<file path="src/core/tmss_pkg.sv">
// Purpose: Shared constants for the master/slave timer synchronisation block
// Assumes: One peripheral clock, synchronous active-high reset
// Notes:   Mode and select encodings are 3-bit fields
package tmss_pkg;

  // ----------------------------------------
  // Field widths and encodings
  // ----------------------------------------
  localparam int          TMSS_CNT_W      = 16;
  localparam int          TMSS_PSC_W      = 16;
  localparam logic [2:0]  MMS_RESET       = 3'h0;
  localparam logic [2:0]  MMS_ENABLE      = 3'h1;
  localparam logic [2:0]  MMS_UPDATE      = 3'h2;
  localparam logic [2:0]  MMS_COMPARE1    = 3'h4;
  localparam logic [2:0]  TS_INTERNAL_TRIGGER_1         = 3'h1;
  localparam logic [2:0]  TS_CH1_EDGE     = 3'h4;
  localparam logic [2:0]  SMS_OFF         = 3'h0;
  localparam logic [2:0]  SMS_RESET       = 3'h4;
  localparam logic [2:0]  SMS_GATED       = 3'h5;
  localparam logic [2:0]  SMS_TRIGGER     = 3'h6;
  localparam logic [2:0]  SMS_EXT_CLOCK   = 3'h7;
  localparam logic [15:0] TMSS_CNT_RST    = 16'h0000;
  localparam logic [15:0] TMSS_PSC_RST    = 16'h0000;
  localparam logic [15:0] TMSS_ARR_RST    = 16'hFFFF;

endpackage

</file>
<file path="src/core/tmss_sync2.sv">
// Purpose: Two-flop synchroniser for one level from outside the clock domain
// Assumes: Single clock, synchronous active-high reset
// Notes:   First flop is read only by the second flop
`timescale 1ns/10ps
module tmss_sync2 (
  input  wire logic clock_i,
  input  wire logic sys_rst_i,
  input  wire logic async_i,
  output logic      sync_o
);

  logic meta_ff;

  // Two stages to settle metastability
  always_ff @(posedge clock_i) begin
    if (sys_rst_i) begin
      meta_ff <= 1'b0;
      sync_o  <= 1'b0;
    end else begin
      meta_ff <= async_i;
      sync_o  <= meta_ff;
    end
  end

endmodule

</file>
<file path="src/core/tmss_timer.sv">
// Purpose: Timer core with master trigger output and slave trigger controller
// Assumes: One peripheral clock at 40 MHz, synchronous active-high reset
// Notes:   Internal trigger comes from a peer timer on the same clock
`timescale 1ns/10ps
module tmss_timer
  import tmss_pkg::*;
#(
  parameter int CNT_W = TMSS_CNT_W,
  parameter int PSC_W = TMSS_PSC_W
) (
  input  wire logic             clock_i,
  input  wire logic             sys_rst_i,
  input  wire logic [2:0]       master_mode_select_i,
  input  wire logic [2:0]       trigger_input_select_i,
  input  wire logic [2:0]       slave_mode_select_i,
  input  wire logic             master_slave_delay_bit_i,
  input  wire logic             run_set_i,
  input  wire logic             run_clr_i,
  input  wire logic             update_generation_bit_i,
  input  wire logic             cnt_wr_i,
  input  wire logic [CNT_W-1:0] cnt_wdata_i,
  input  wire logic [PSC_W-1:0] psc_div_i,
  input  wire logic [CNT_W-1:0] reload_i,
  input  wire logic [CNT_W-1:0] compare1_i,
  input  wire logic             trig_flag_clr_i,
  input  wire logic             internal_trigger_1_i,
  input  wire logic             channel1_input_i,
  output logic                  trigger_out_o,
  output logic                  counter_run_bit_o,
  output logic                  counter_enable_internal_o,
  output logic [CNT_W-1:0]      count_o,
  output logic                  trigger_flag_o,
  output logic                  update_event_o,
  output logic                  compare1_reference_o
);

  // ----------------------------------------
  // Trigger input conditioning
  // ----------------------------------------
  logic ch1_sync;
  logic ch1_prev_ff;
  logic itr_prev_ff;
  logic trg_prev_ff;

  // Channel pin crosses into our clock before anyone looks at it
  tmss_sync2 u_ch1_sync (
    .clock_i   (clock_i),
    .sys_rst_i (sys_rst_i),
    .async_i   (channel1_input_i),
    .sync_o    (ch1_sync)
  );

  logic ch1_rise;
  logic itr_rise;
  logic sel_level;
  logic sel_rise;
  logic gate_level;

  // Peer trigger is same-clock logic, so no synchroniser
  assign ch1_rise  = ch1_sync & ~ch1_prev_ff;
  assign itr_rise  = internal_trigger_1_i & ~itr_prev_ff;
  assign sel_level = (trigger_input_select_i == TS_INTERNAL_TRIGGER_1)     ? internal_trigger_1_i :
                     (trigger_input_select_i == TS_CH1_EDGE) ? ch1_sync : 1'b0;
  assign sel_rise  = (trigger_input_select_i == TS_INTERNAL_TRIGGER_1)     ? itr_rise :
                     (trigger_input_select_i == TS_CH1_EDGE) ? ch1_rise : 1'b0;
  assign gate_level = sel_level;

  always_ff @(posedge clock_i) begin
    if (sys_rst_i) begin
      ch1_prev_ff <= 1'b0;
      itr_prev_ff <= 1'b0;
    end else begin
      ch1_prev_ff <= ch1_sync;
      itr_prev_ff <= internal_trigger_1_i;
    end
  end

  // ----------------------------------------
  // Run bit and counter enable
  // ----------------------------------------
  logic run_ff;
  logic counter_enable_internal_d_ff;
  logic mode_trig;
  logic mode_gated;
  logic mode_ext;
  logic mode_reset;
  logic counter_enable_internal;
  logic nxt_run;

  assign mode_trig  = (slave_mode_select_i == SMS_TRIGGER);
  assign mode_gated = (slave_mode_select_i == SMS_GATED);
  assign mode_ext   = (slave_mode_select_i == SMS_EXT_CLOCK);
  assign mode_reset = (slave_mode_select_i == SMS_RESET);

  // Trigger sets the run bit; a same-cycle set wins over software clear
  assign nxt_run = (mode_trig & sel_rise) | run_set_i | (run_ff & ~run_clr_i);

  // Gate only qualifies enable; run bit low always holds it off
  assign counter_enable_internal = run_ff & (~mode_gated | gate_level);

  always_ff @(posedge clock_i) begin
    if (sys_rst_i) begin
      run_ff      <= 1'b0;
      counter_enable_internal_d_ff <= 1'b0;
    end else begin
      run_ff      <= nxt_run;
      counter_enable_internal_d_ff <= counter_enable_internal;
    end
  end

  // Delay lets slaves fed by our enable see the start on our first tick
  logic psc_en;
  assign psc_en = master_slave_delay_bit_i ? counter_enable_internal_d_ff : counter_enable_internal;

  // ----------------------------------------
  // Prescaler and counter
  // ----------------------------------------
  logic [PSC_W-1:0] psc_ff;
  logic [CNT_W-1:0] cnt_ff;
  logic             upd_ff;
  logic             psc_wrap;
  logic             tick;
  logic             at_reload;
  logic             reinit;

  // At-or-above, so lowering the divide mid-count cannot stall for a full wrap
  assign psc_wrap  = (psc_ff >= psc_div_i);
  // External clock mode counts trigger rises instead of prescaled ticks
  assign tick      = mode_ext ? (run_ff & sel_rise) : (psc_en & psc_wrap);
  assign at_reload = (cnt_ff == reload_i);
  // Software update or reset-mode trigger restarts from zero
  assign reinit    = update_generation_bit_i | (mode_reset & sel_rise);

  // Prescaler keeps its value across start and gate
  always_ff @(posedge clock_i) begin
    if (sys_rst_i) begin
      psc_ff <= TMSS_PSC_RST[PSC_W-1:0];
    end else if (reinit) begin
      psc_ff <= TMSS_PSC_RST[PSC_W-1:0];
    end else if (psc_en & ~mode_ext) begin
      psc_ff <= psc_wrap ? TMSS_PSC_RST[PSC_W-1:0] : psc_ff + 1'b1;
    end
  end

  // Counter: software write, reinit, or advance on tick
  always_ff @(posedge clock_i) begin
    if (sys_rst_i) begin
      cnt_ff <= TMSS_CNT_RST[CNT_W-1:0];
      upd_ff <= 1'b0;
    end else begin
      upd_ff <= reinit | (tick & at_reload);
      if (reinit) begin
        cnt_ff <= TMSS_CNT_RST[CNT_W-1:0];
      end else if (cnt_wr_i) begin
        cnt_ff <= cnt_wdata_i;
      end else if (tick) begin
        cnt_ff <= at_reload ? TMSS_CNT_RST[CNT_W-1:0] : cnt_ff + 1'b1;
      end
    end
  end

  // ----------------------------------------
  // Trigger flag
  // ----------------------------------------
  logic flag_ff;
  logic counter_enable_internal_prev_ff;
  logic flag_event;

  // Gated mode flags both enable edges; other modes except off flag the trigger
  assign flag_event = mode_gated ? (counter_enable_internal ^ counter_enable_internal_prev_ff)
                                 : (sel_rise & (slave_mode_select_i != SMS_OFF));

  always_ff @(posedge clock_i) begin
    if (sys_rst_i) begin
      flag_ff        <= 1'b0;
      counter_enable_internal_prev_ff <= 1'b0;
    end else begin
      counter_enable_internal_prev_ff <= counter_enable_internal;
      flag_ff        <= flag_event | (flag_ff & ~trig_flag_clr_i);
    end
  end

  // ----------------------------------------
  // Master trigger output
  // ----------------------------------------
  logic compare1_reference_ff;
  logic trigger_out_ff;
  logic nxt_trigger_out;

  // Reference high while count is below compare value
  always_ff @(posedge clock_i) begin
    if (sys_rst_i) begin
      compare1_reference_ff <= 1'b0;
    end else begin
      compare1_reference_ff <= (cnt_ff < compare1_i);
    end
  end

  // Mode decode; update is a one-cycle rise seen on the shared clock
  always_comb begin
    nxt_trigger_out = 1'b0;
    unique case (master_mode_select_i)
      MMS_RESET:  nxt_trigger_out = update_generation_bit_i;
      MMS_ENABLE: nxt_trigger_out = counter_enable_internal;
      MMS_UPDATE: nxt_trigger_out = reinit | (tick & at_reload);
      default:    nxt_trigger_out = master_mode_select_i[2] & compare1_reference_ff;
    endcase
  end

  // Gated slave stops once our run bit drops since the reference is masked
  always_ff @(posedge clock_i) begin
    if (sys_rst_i) begin
      trigger_out_ff <= 1'b0;
    end else begin
      trigger_out_ff <= nxt_trigger_out & (run_ff | ~master_mode_select_i[2]);
    end
  end

  assign trigger_out_o             = trigger_out_ff;
  assign counter_run_bit_o         = run_ff;
  assign counter_enable_internal_o = counter_enable_internal;
  assign count_o                   = cnt_ff;
  assign trigger_flag_o            = flag_ff;
  assign update_event_o            = upd_ff;
  assign compare1_reference_o      = compare1_reference_ff;

  // ----------------------------------------
  // Checks
  // ----------------------------------------
  // Run bit, count and flag paths; the hold checks leave out the delayed
  // enable, which lets one last prescaler step through after a stop
  run_stop_a: assert property (@(posedge clock_i) disable iff (sys_rst_i)
    (!run_ff && mode_gated && !master_slave_delay_bit_i && !reinit && !cnt_wr_i)
      |=> cnt_ff == $past(cnt_ff))
    else $error("gated counter ran with run bit low");
  trig_start_a: assert property (@(posedge clock_i) disable iff (sys_rst_i)
    (mode_trig && sel_rise) |=> run_ff)
    else $error("trigger did not set run bit");
  ch1_trig_a: assert property (@(posedge clock_i) disable iff (sys_rst_i)
    (trigger_input_select_i == TS_CH1_EDGE && mode_trig && ch1_rise) |=> run_ff)
    else $error("channel edge did not start counter");
  ug_clear_a: assert property (@(posedge clock_i) disable iff (sys_rst_i)
    update_generation_bit_i |=> (cnt_ff == '0 && psc_ff == '0))
    else $error("update generation did not clear");
  rst_mode_a: assert property (@(posedge clock_i) disable iff (sys_rst_i)
    (mode_reset && sel_rise) |=> cnt_ff == '0)
    else $error("reset mode did not clear counter");
  gate_keep_a: assert property (@(posedge clock_i) disable iff (sys_rst_i)
    (mode_gated && !counter_enable_internal && !master_slave_delay_bit_i && !reinit)
      |=> psc_ff == $past(psc_ff))
    else $error("gated prescaler moved while held");
  flag_set_a: assert property (@(posedge clock_i) disable iff (sys_rst_i)
    flag_event |=> flag_ff)
    else $error("trigger flag missed an event");
  upd_trigger_out_a: assert property (@(posedge clock_i) disable iff (sys_rst_i)
    (master_mode_select_i == MMS_UPDATE && $stable(master_mode_select_i) && upd_ff)
      |-> trigger_out_ff)
    else $error("update not seen on trigger output");
  en_trigger_out_a: assert property (@(posedge clock_i) disable iff (sys_rst_i)
    (master_mode_select_i == MMS_ENABLE) |=> trigger_out_ff == $past(counter_enable_internal))
    else $error("enable not forwarded");
  ref_mask_a: assert property (@(posedge clock_i) disable iff (sys_rst_i)
    (master_mode_select_i[2] && !run_ff) |=> !trigger_out_ff)
    else $error("compare trigger not masked after stop");
  ext_clk_a: assert property (@(posedge clock_i) disable iff (sys_rst_i)
    (mode_ext && run_ff && sel_rise && !reinit && !cnt_wr_i && !at_reload)
      |=> cnt_ff == $past(cnt_ff) + 1'b1)
    else $error("external clock edge not counted");
  gate_flag_a: assert property (@(posedge clock_i) disable iff (sys_rst_i)
    (mode_gated && $changed(counter_enable_internal)) |=> flag_ff)
    else $error("gate edge did not set flag");
  msm_delay_a: assert property (@(posedge clock_i) disable iff (sys_rst_i)
    master_slave_delay_bit_i |-> psc_en == $past(counter_enable_internal))
    else $error("delayed prescaler enable mismatch");

  // Main scenarios the bench should reach
  gated_run_c: cover property (@(posedge clock_i) mode_gated && counter_enable_internal ##1 !counter_enable_internal);
  trig_run_c:  cover property (@(posedge clock_i) mode_trig && sel_rise ##1 run_ff);
  ext_tick_c:  cover property (@(posedge clock_i) mode_ext && tick);
  ch1_start_c: cover property (@(posedge clock_i) mode_trig && ch1_rise ##1 run_ff);
  ref_trigger_out_c:  cover property (@(posedge clock_i) master_mode_select_i[2] && trigger_out_ff);

endmodule

</file>
<file path="config.mk">
export PLATFORM = sky130hd
export DESIGN_NAME = tmss_timer
export DESIGN_NICKNAME = d
export VERILOG_FILES = /design/src/core/tmss_pkg.sv /design/src/core/tmss_sync2.sv /design/src/core/tmss_timer.sv
export SDC_FILE = /design/constraint.sdc
export NUM_CORES = 1
export LEC_CHECK = 0
export BUFFER_PORTS_ARGS = -buffer_cell sky130_fd_sc_hd__buf_4
export CORE_ASPECT_RATIO = 1.5
export CORE_MARGIN = 2
export CORE_UTILIZATION = 58
export CTS_BUF_LIST = sky130_fd_sc_hd__clkbuf_8
export CTS_CLUSTER_DIAMETER = 120
export DETAILED_ROUTE_END_ITERATION = 10
export PLACE_DENSITY = 0.9
export SYNTH_ARGS = -nofsm -noshare
export SYNTH_HDL_FRONTEND = slang
export SYNTH_SLANG_ARGS = --single-unit
</file>
<file path="constraint.sdc">
create_clock -name clock_i -period 4.9 [get_ports clock_i]
set_clock_uncertainty 0.15 [all_clocks]
set_input_delay 0.245 -clock clock_i [delete_from_list [all_inputs] [get_ports clock_i]]
set_output_delay 0.245 -clock clock_i [all_outputs]
set_load 0.005 [all_outputs]
</file>
## Yosys cells after proc, flatten, opt, wreduce, memory -nomap -nowiden

Cells that the tools add are included.

| storage, ports and cells | value |
|---|---|
| register bits | 42 |
| logic and storage cells | 70 |

| operators by class | value |
|---|---|
| add/subtract/negate cells | 2 |
| magnitude comparators | 2 |
| eq/ne operators | 9 |
| multiplexer cells | 12 |
| bitwise gates (word level) | 29 |
| reduce and logical (&&, ||, !) cells | 4 |

Operators with widths:

| operator | count |
|---|---|
| 16-bit 2-to-1 mux | 4 |
| 16-bit by 1-bit adder with 16-bit output (second input constant) | 2 |
| 16-bit == test | 1 |
| 16-bit greater-or-equal comparator | 1 |
| 16-bit < comparator | 1 |
| 3-bit == test (second input constant) | 5 |
| 1-bit bitwise AND | 14 |
| 1-bit 2-to-1 mux | 7 |
| 1-bit NOT | 7 |
| 1-bit OR | 7 |
| 3-bit by 1-bit == test with 1-bit output (second input constant) | 2 |
| 3-bit by 2-bit == test with 1-bit output (second input constant) | 1 |
| 3-bit zero test | 1 |
| 1-bit one-hot mux with 3 select lines | 1 |
| 3-bit nonzero test | 1 |
| 2-bit nonzero test | 1 |
| 2-bit OR reduction | 1 |
| 1-bit bitwise XOR | 1 |

## Longest topological paths before layout

| logic depth | value |
|---|---|
| depth after elaboration | 12 |
| mapped depth | 10 |

## By module

From an unflattened synthesis, not the netlist that was laid out.

| second synthesis, totals | value |
|---|---|
| cells, all modules | 399 |
| area, all modules | 3169.3 sq um |

Modules (own cells, without submodules):

| module | times used | cells an instance | area an instance (sq um) | sequential area each (sq um) |
|---|---|---|---|---|
| tmss_timer | 1 | 395 | 3116.7 | 800.8 |
| tmss_sync2 | 1 | 4 | 52.6 | 40.0 |

## Least setup slack after synthesis

OpenSTA, ideal clock, no wires.

| path | value |
|---|---|
| path type | register to register |
| from | register psc_ff[0] |
| to | register cnt_ff[2] (netlist: count_o[2]) |
| library setup time | 74 ps |
| arrival | 2091 ps |
| setup slack | 2585 ps |
| cell stages (with the launch flop) | 11 |
| buffers on the path | 1 |
| clock period less this slack | 2315 ps |
| cells stage by stage | dfxtp_1 -> inv_1 -> ha_1 -> nand2b_1 -> a211oi_1 -> o21ai_1 -> a211o_2 -> a211oi_2 -> buf_4 -> nand2_1 -> a31oi_1 |

| on the way | value |
|---|---|
| cells in the longest elaborated chain, start to end | 4 |

RTL lines:

| what | line | RTL |
|---|---|---|
| start: declaration | tmss_timer.sv:118 | `logic [PSC_W-1:0] psc_ff;` |
| start signal: assignment | tmss_timer.sv:137 | `psc_ff <= TMSS_PSC_RST[PSC_W-1:0];` |
| start signal: assignment | tmss_timer.sv:139 | `psc_ff <= TMSS_PSC_RST[PSC_W-1:0];` |
| start signal: assignment | tmss_timer.sv:141 | `psc_ff <= psc_wrap ? TMSS_PSC_RST[PSC_W-1:0] : psc_ff + 1'b1;` |
| 16-bit greater-or-equal comparator | tmss_timer.sv:127 | `assign psc_wrap = (psc_ff >= psc_div_i);` |
| 1-bit bitwise AND | tmss_timer.sv:129 | `assign tick = mode_ext ? (run_ff & sel_rise) : (psc_en & psc_wrap);` |
| 1-bit 2-to-1 mux | tmss_timer.sv:129 |  |
| 2-bit nonzero test (no line) | -- |  |
| end signal: assignment | tmss_timer.sv:148 | `cnt_ff <= TMSS_CNT_RST[CNT_W-1:0];` |
| end signal: assignment | tmss_timer.sv:153 | `cnt_ff <= TMSS_CNT_RST[CNT_W-1:0];` |
| end signal: assignment | tmss_timer.sv:155 | `cnt_ff <= cnt_wdata_i;` |
| end: declaration | tmss_timer.sv:119 | `logic [CNT_W-1:0] cnt_ff;` |

Every way passes these cells.
A chain may end at the register's enable or synchronous reset.

## Worst setup path in the final report

| path | value |
|---|---|
| from | register psc_ff[0] |
| to | register cnt_ff[13] (netlist: count_o[13]) |

Same word-level chain as after synthesis.

==> results_dict.tcl <==
set metrics [dict create \
    status "completed" \
    hold_buffers 0 \
    routed_wl_mm 9.03 \
    cts.root.buffer_cell "clkbuf_8" \
    cts_max_path_buffers 2 \
    cap_violations 0 \
    die_area_um2 6400 \
    grtUsageTotal_pct 29.0 \
    synthArstFlopShare_pct 0 \
    tightest_slew_ns 0.944 \
    grt_pass1_wl_mm 14.9 \
    final_max_slew_viol_count 0 \
    final_area_um2 4180 \
    cts_resized 0 \
    end_kind "flip-flop" \
    coreArea_um2 5530 \
    powerDensity_nw_per_um2 179 \
    first_iter_violations 215 \
    ant_nets 0 \
    peakVddDrop_mv 0.121 \
    die_h_um 97 \
    crit_path_cell_trace "inv_1 > ha_1 > nand2b_1 > a211oi_1 > o21ai_1 > a211o_2 > a211oi_2 > a32oi_1 > o311ai_1" \
    utilization_pct 75.5 \
    critPathKind "reg2reg" \
    first_global_vias 3365 \
    postCtsSetupRepairBufs 0 \
    p_leak_nw 2.02 \
    netlist_instances 416 \
    max-slew-margin-rel_pct 36.9 \
    grt-ovfl-total 0 \
    synthFlopType "dfxtp_1" \
    synth_fp_nets 532 \
    grt_max_degree 20 \
    gp_congestion 0.907 \
    cts_tree "done" \
    num-nets-final 626 \
    hold_viol 0 \
    vias 3502 \
    syn_avg_cell_area_um2 8.04 \
    cts_buffers 5 \
    drt_drc_violations_left 0 \
    initial_core_util_pct 60.4 \
    yosys_warnings 0 \
    post-place-ws_ns 2.03 \
    wl_per_cell_um 15.5 \
    setup-tns-final_ns 0 \
    num_rows 33 \
    dieWidth_um 66 \
    clk-insertion-delay-late_ns 0.30 \
    arrival_ns 3.02 \
    drive_gt1_share_pct 25.4 \
    diodes 0 \
    via_per_inst 6.03 \
    min_period_over_period_pct 60.5 \
    place_inst 573 \
    crit_slowest_cell "a211oi_2" \
    fmax_mhz 338 \
    crit_fanout 13 \
    synth_cell_types 61 \
    critPathRequiredTime_ns 4.95 \
    area_growth_pct 24.9 \
    clk_pin_slew_worst_paths_ns 0.09 \
    ios 105 \
    drt_first_pass_iters 5 \
    critPathLaunchType "flip-flop" \
    fin_crit_ns 2.96 \
    numPortBuffers 104 \
    dp_hpwl_mm 7.03 \
    synth-seq-area-share_pct 25.1 \
    ys_ff_latch 42 \
    fillers 442 \
    cts_num_sinks 42 \
    stdcell_count 581 \
    final-setup-viol-count 0 \
    crit_path_max_incr_delay_ns 0.82 \
    syn_area_um2 3340 \
    antenna_found_initial 0 \
    synth_edf_count 0 \
    h-tree-depth 2 \
    setup_ws_ns 1.94 \
    grt_setup_unrepaired "false" \
    dpl_cell_area_um2 4090 \
    hold_class "in2reg" \
]
-- cells in the mapped netlist (all sizes together), types with 4 or more instances --
cell	number	area [µm²]
a211o	4	36.3
a211oi	4	35.0
a21o	10	76.3
a21oi	24	131
a22oi	6	45.0
a31oi	11	68.8
and2	4	25.0
and3	9	57.6
buf	7	62.6
clkbuf	10	58.8
dfxtp	42	841
ha	33	413
inv	40	150
mux2i	5	50.1
nand2	31	116
nand2b	5	31.3
nand3	21	120
nand4	13	81.3
nor2	31	116
nor2b	7	43.8
nor3	13	86.3
nor4	8	65.1
o21ai	11	55.1
or3	10	63.8
xnor2	4	35.0
xor2	27	236
-- worst max-delay path: cells and delay by family, from the launching register on --
family / cells / cell delay (ns)
buffers and inverters: 1 / 0.08
DFF: 1 / 0.36
and+or+nand+nor: 1 / 0.14
adders and majority gates: 1 / 0.26
AOI/OAI and AO/OA: 6 / 1.89
-- layout make-up --
type                    instances  area (µm²)  area share (%)
clock buffers                   5        68.8            1.65
clock inverters                 3        17.5           0.419
inverters                      40         150            3.59
multi-input cells             317        2230            53.4
flip-flops and latches         42         841            20.1
well taps                      70        87.6            2.10
repair buffers                104         781            18.7
-- layout by cell type (no fill, tap or decap), drive strengths merged, types with 2 or more instances in the layout --
| cell type | instances |
|---|---|
| a211o | 4 |
| a211oi | 4 |
| a21o | 10 |
| a21oi | 24 |
| a22oi | 6 |
| a2bb2oi | 3 |
| a31oi | 11 |
| a32oi | 2 |
| and2 | 4 |
| and3 | 9 |
| and4bb | 2 |
| buf | 104 |
| clkbuf | 5 |
| clkinv | 2 |
| dfxtp | 42 |
| ha | 33 |
| inv | 41 |
| mux2i | 5 |
| nand2 | 31 |
| nand2b | 5 |
| nand3 | 21 |
| nand4 | 13 |
| nor2 | 31 |
| nor2b | 7 |
| nor3 | 13 |
| nor4 | 8 |
| o21a | 2 |
| o21ai | 11 |
| o311ai | 2 |
| o41ai | 2 |
| or2 | 3 |
| or3 | 10 |
| xnor2 | 4 |
| xor2 | 27 |
-- worst paths after layout --
check             depth (start not counted)  slack [ns]                       endpoint                     startpoint
setup / recovery                          9        1.94       count_o[13]$_SDFFE_PP0P_         psc_ff[0]$_SDFFE_PP0P_
setup reg to reg                          9        1.94       count_o[13]$_SDFFE_PP0P_         psc_ff[0]$_SDFFE_PP0P_
hold / removal                            2       0.002  u_ch1_sync.meta_ff$_SDFF_PP0_               channel1_input_i
hold reg to reg                           1        0.32   u_ch1_sync.sync_o$_SDFF_PP0_  u_ch1_sync.meta_ff$_SDFF_PP0_
-- registers in the layout (all words and copies together) (netlist names) --
name,cells
count_o,16
u_ch1_sync.sync_o,1
compare1_reference_o,1
trigger_out_o,1
counter_enable_internal_prev_ff,1
u_ch1_sync.meta_ff,1
ch1_prev_ff,1
psc_ff,16
trigger_flag_o,1
itr_prev_ff,1
counter_run_bit_o,1
update_event_o,1
-- stage by stage --
| step | hold WS [ns] | power, mW |
|---|---|---|
| after floorplan | 0.223 | 0.449 |
| after global placement | 0.279 | 0.525 |
| after detailed placement | 0.302 | 0.531 |
| after CTS | 0.00209 | 0.753 |
| after global routing | 0.00428 | 0.782 |
| final | 0.00243 | 0.749 |
-- cells by family (layout without fill, tap and decap cells) --
family | Yosys count | count (layout) | synth area share (%)
AND/OR/NAND/NOR | 161 | 161 | 26.5
AO/OA/AOI/OAI | 87 | 87 | 18.3
buffers and inverters | 57 | 152 | 8.12
flip-flops | 42 | 42 | 25.1
adder cells (fa/ha/maj) | 33 | 33 | 12.3
XOR/XNOR | 31 | 31 | 8.12
multiplexers | 5 | 5 | 1.50
-- power by group --
group	internal [mW]	total [mW]	switching (mW)
sequential	0.351	0.368	0.0171
combinational	0.0878	0.156	0.0686
clock	0.0986	0.225	0.126
-- metal layers --
layer / global-route usage (%) / vias to the layer above / part of all wire, %
met4: 13.7 / 0 / 4.1
met5: 0 / - / 0
met2: 52.6 / 174 / 53
met1: 32.0 / 1624 / 36
li1: - / 1674 / -
met3: 4.19 / 30 / 7.1
Note: power is estimated with default switching activity, not from simulation.
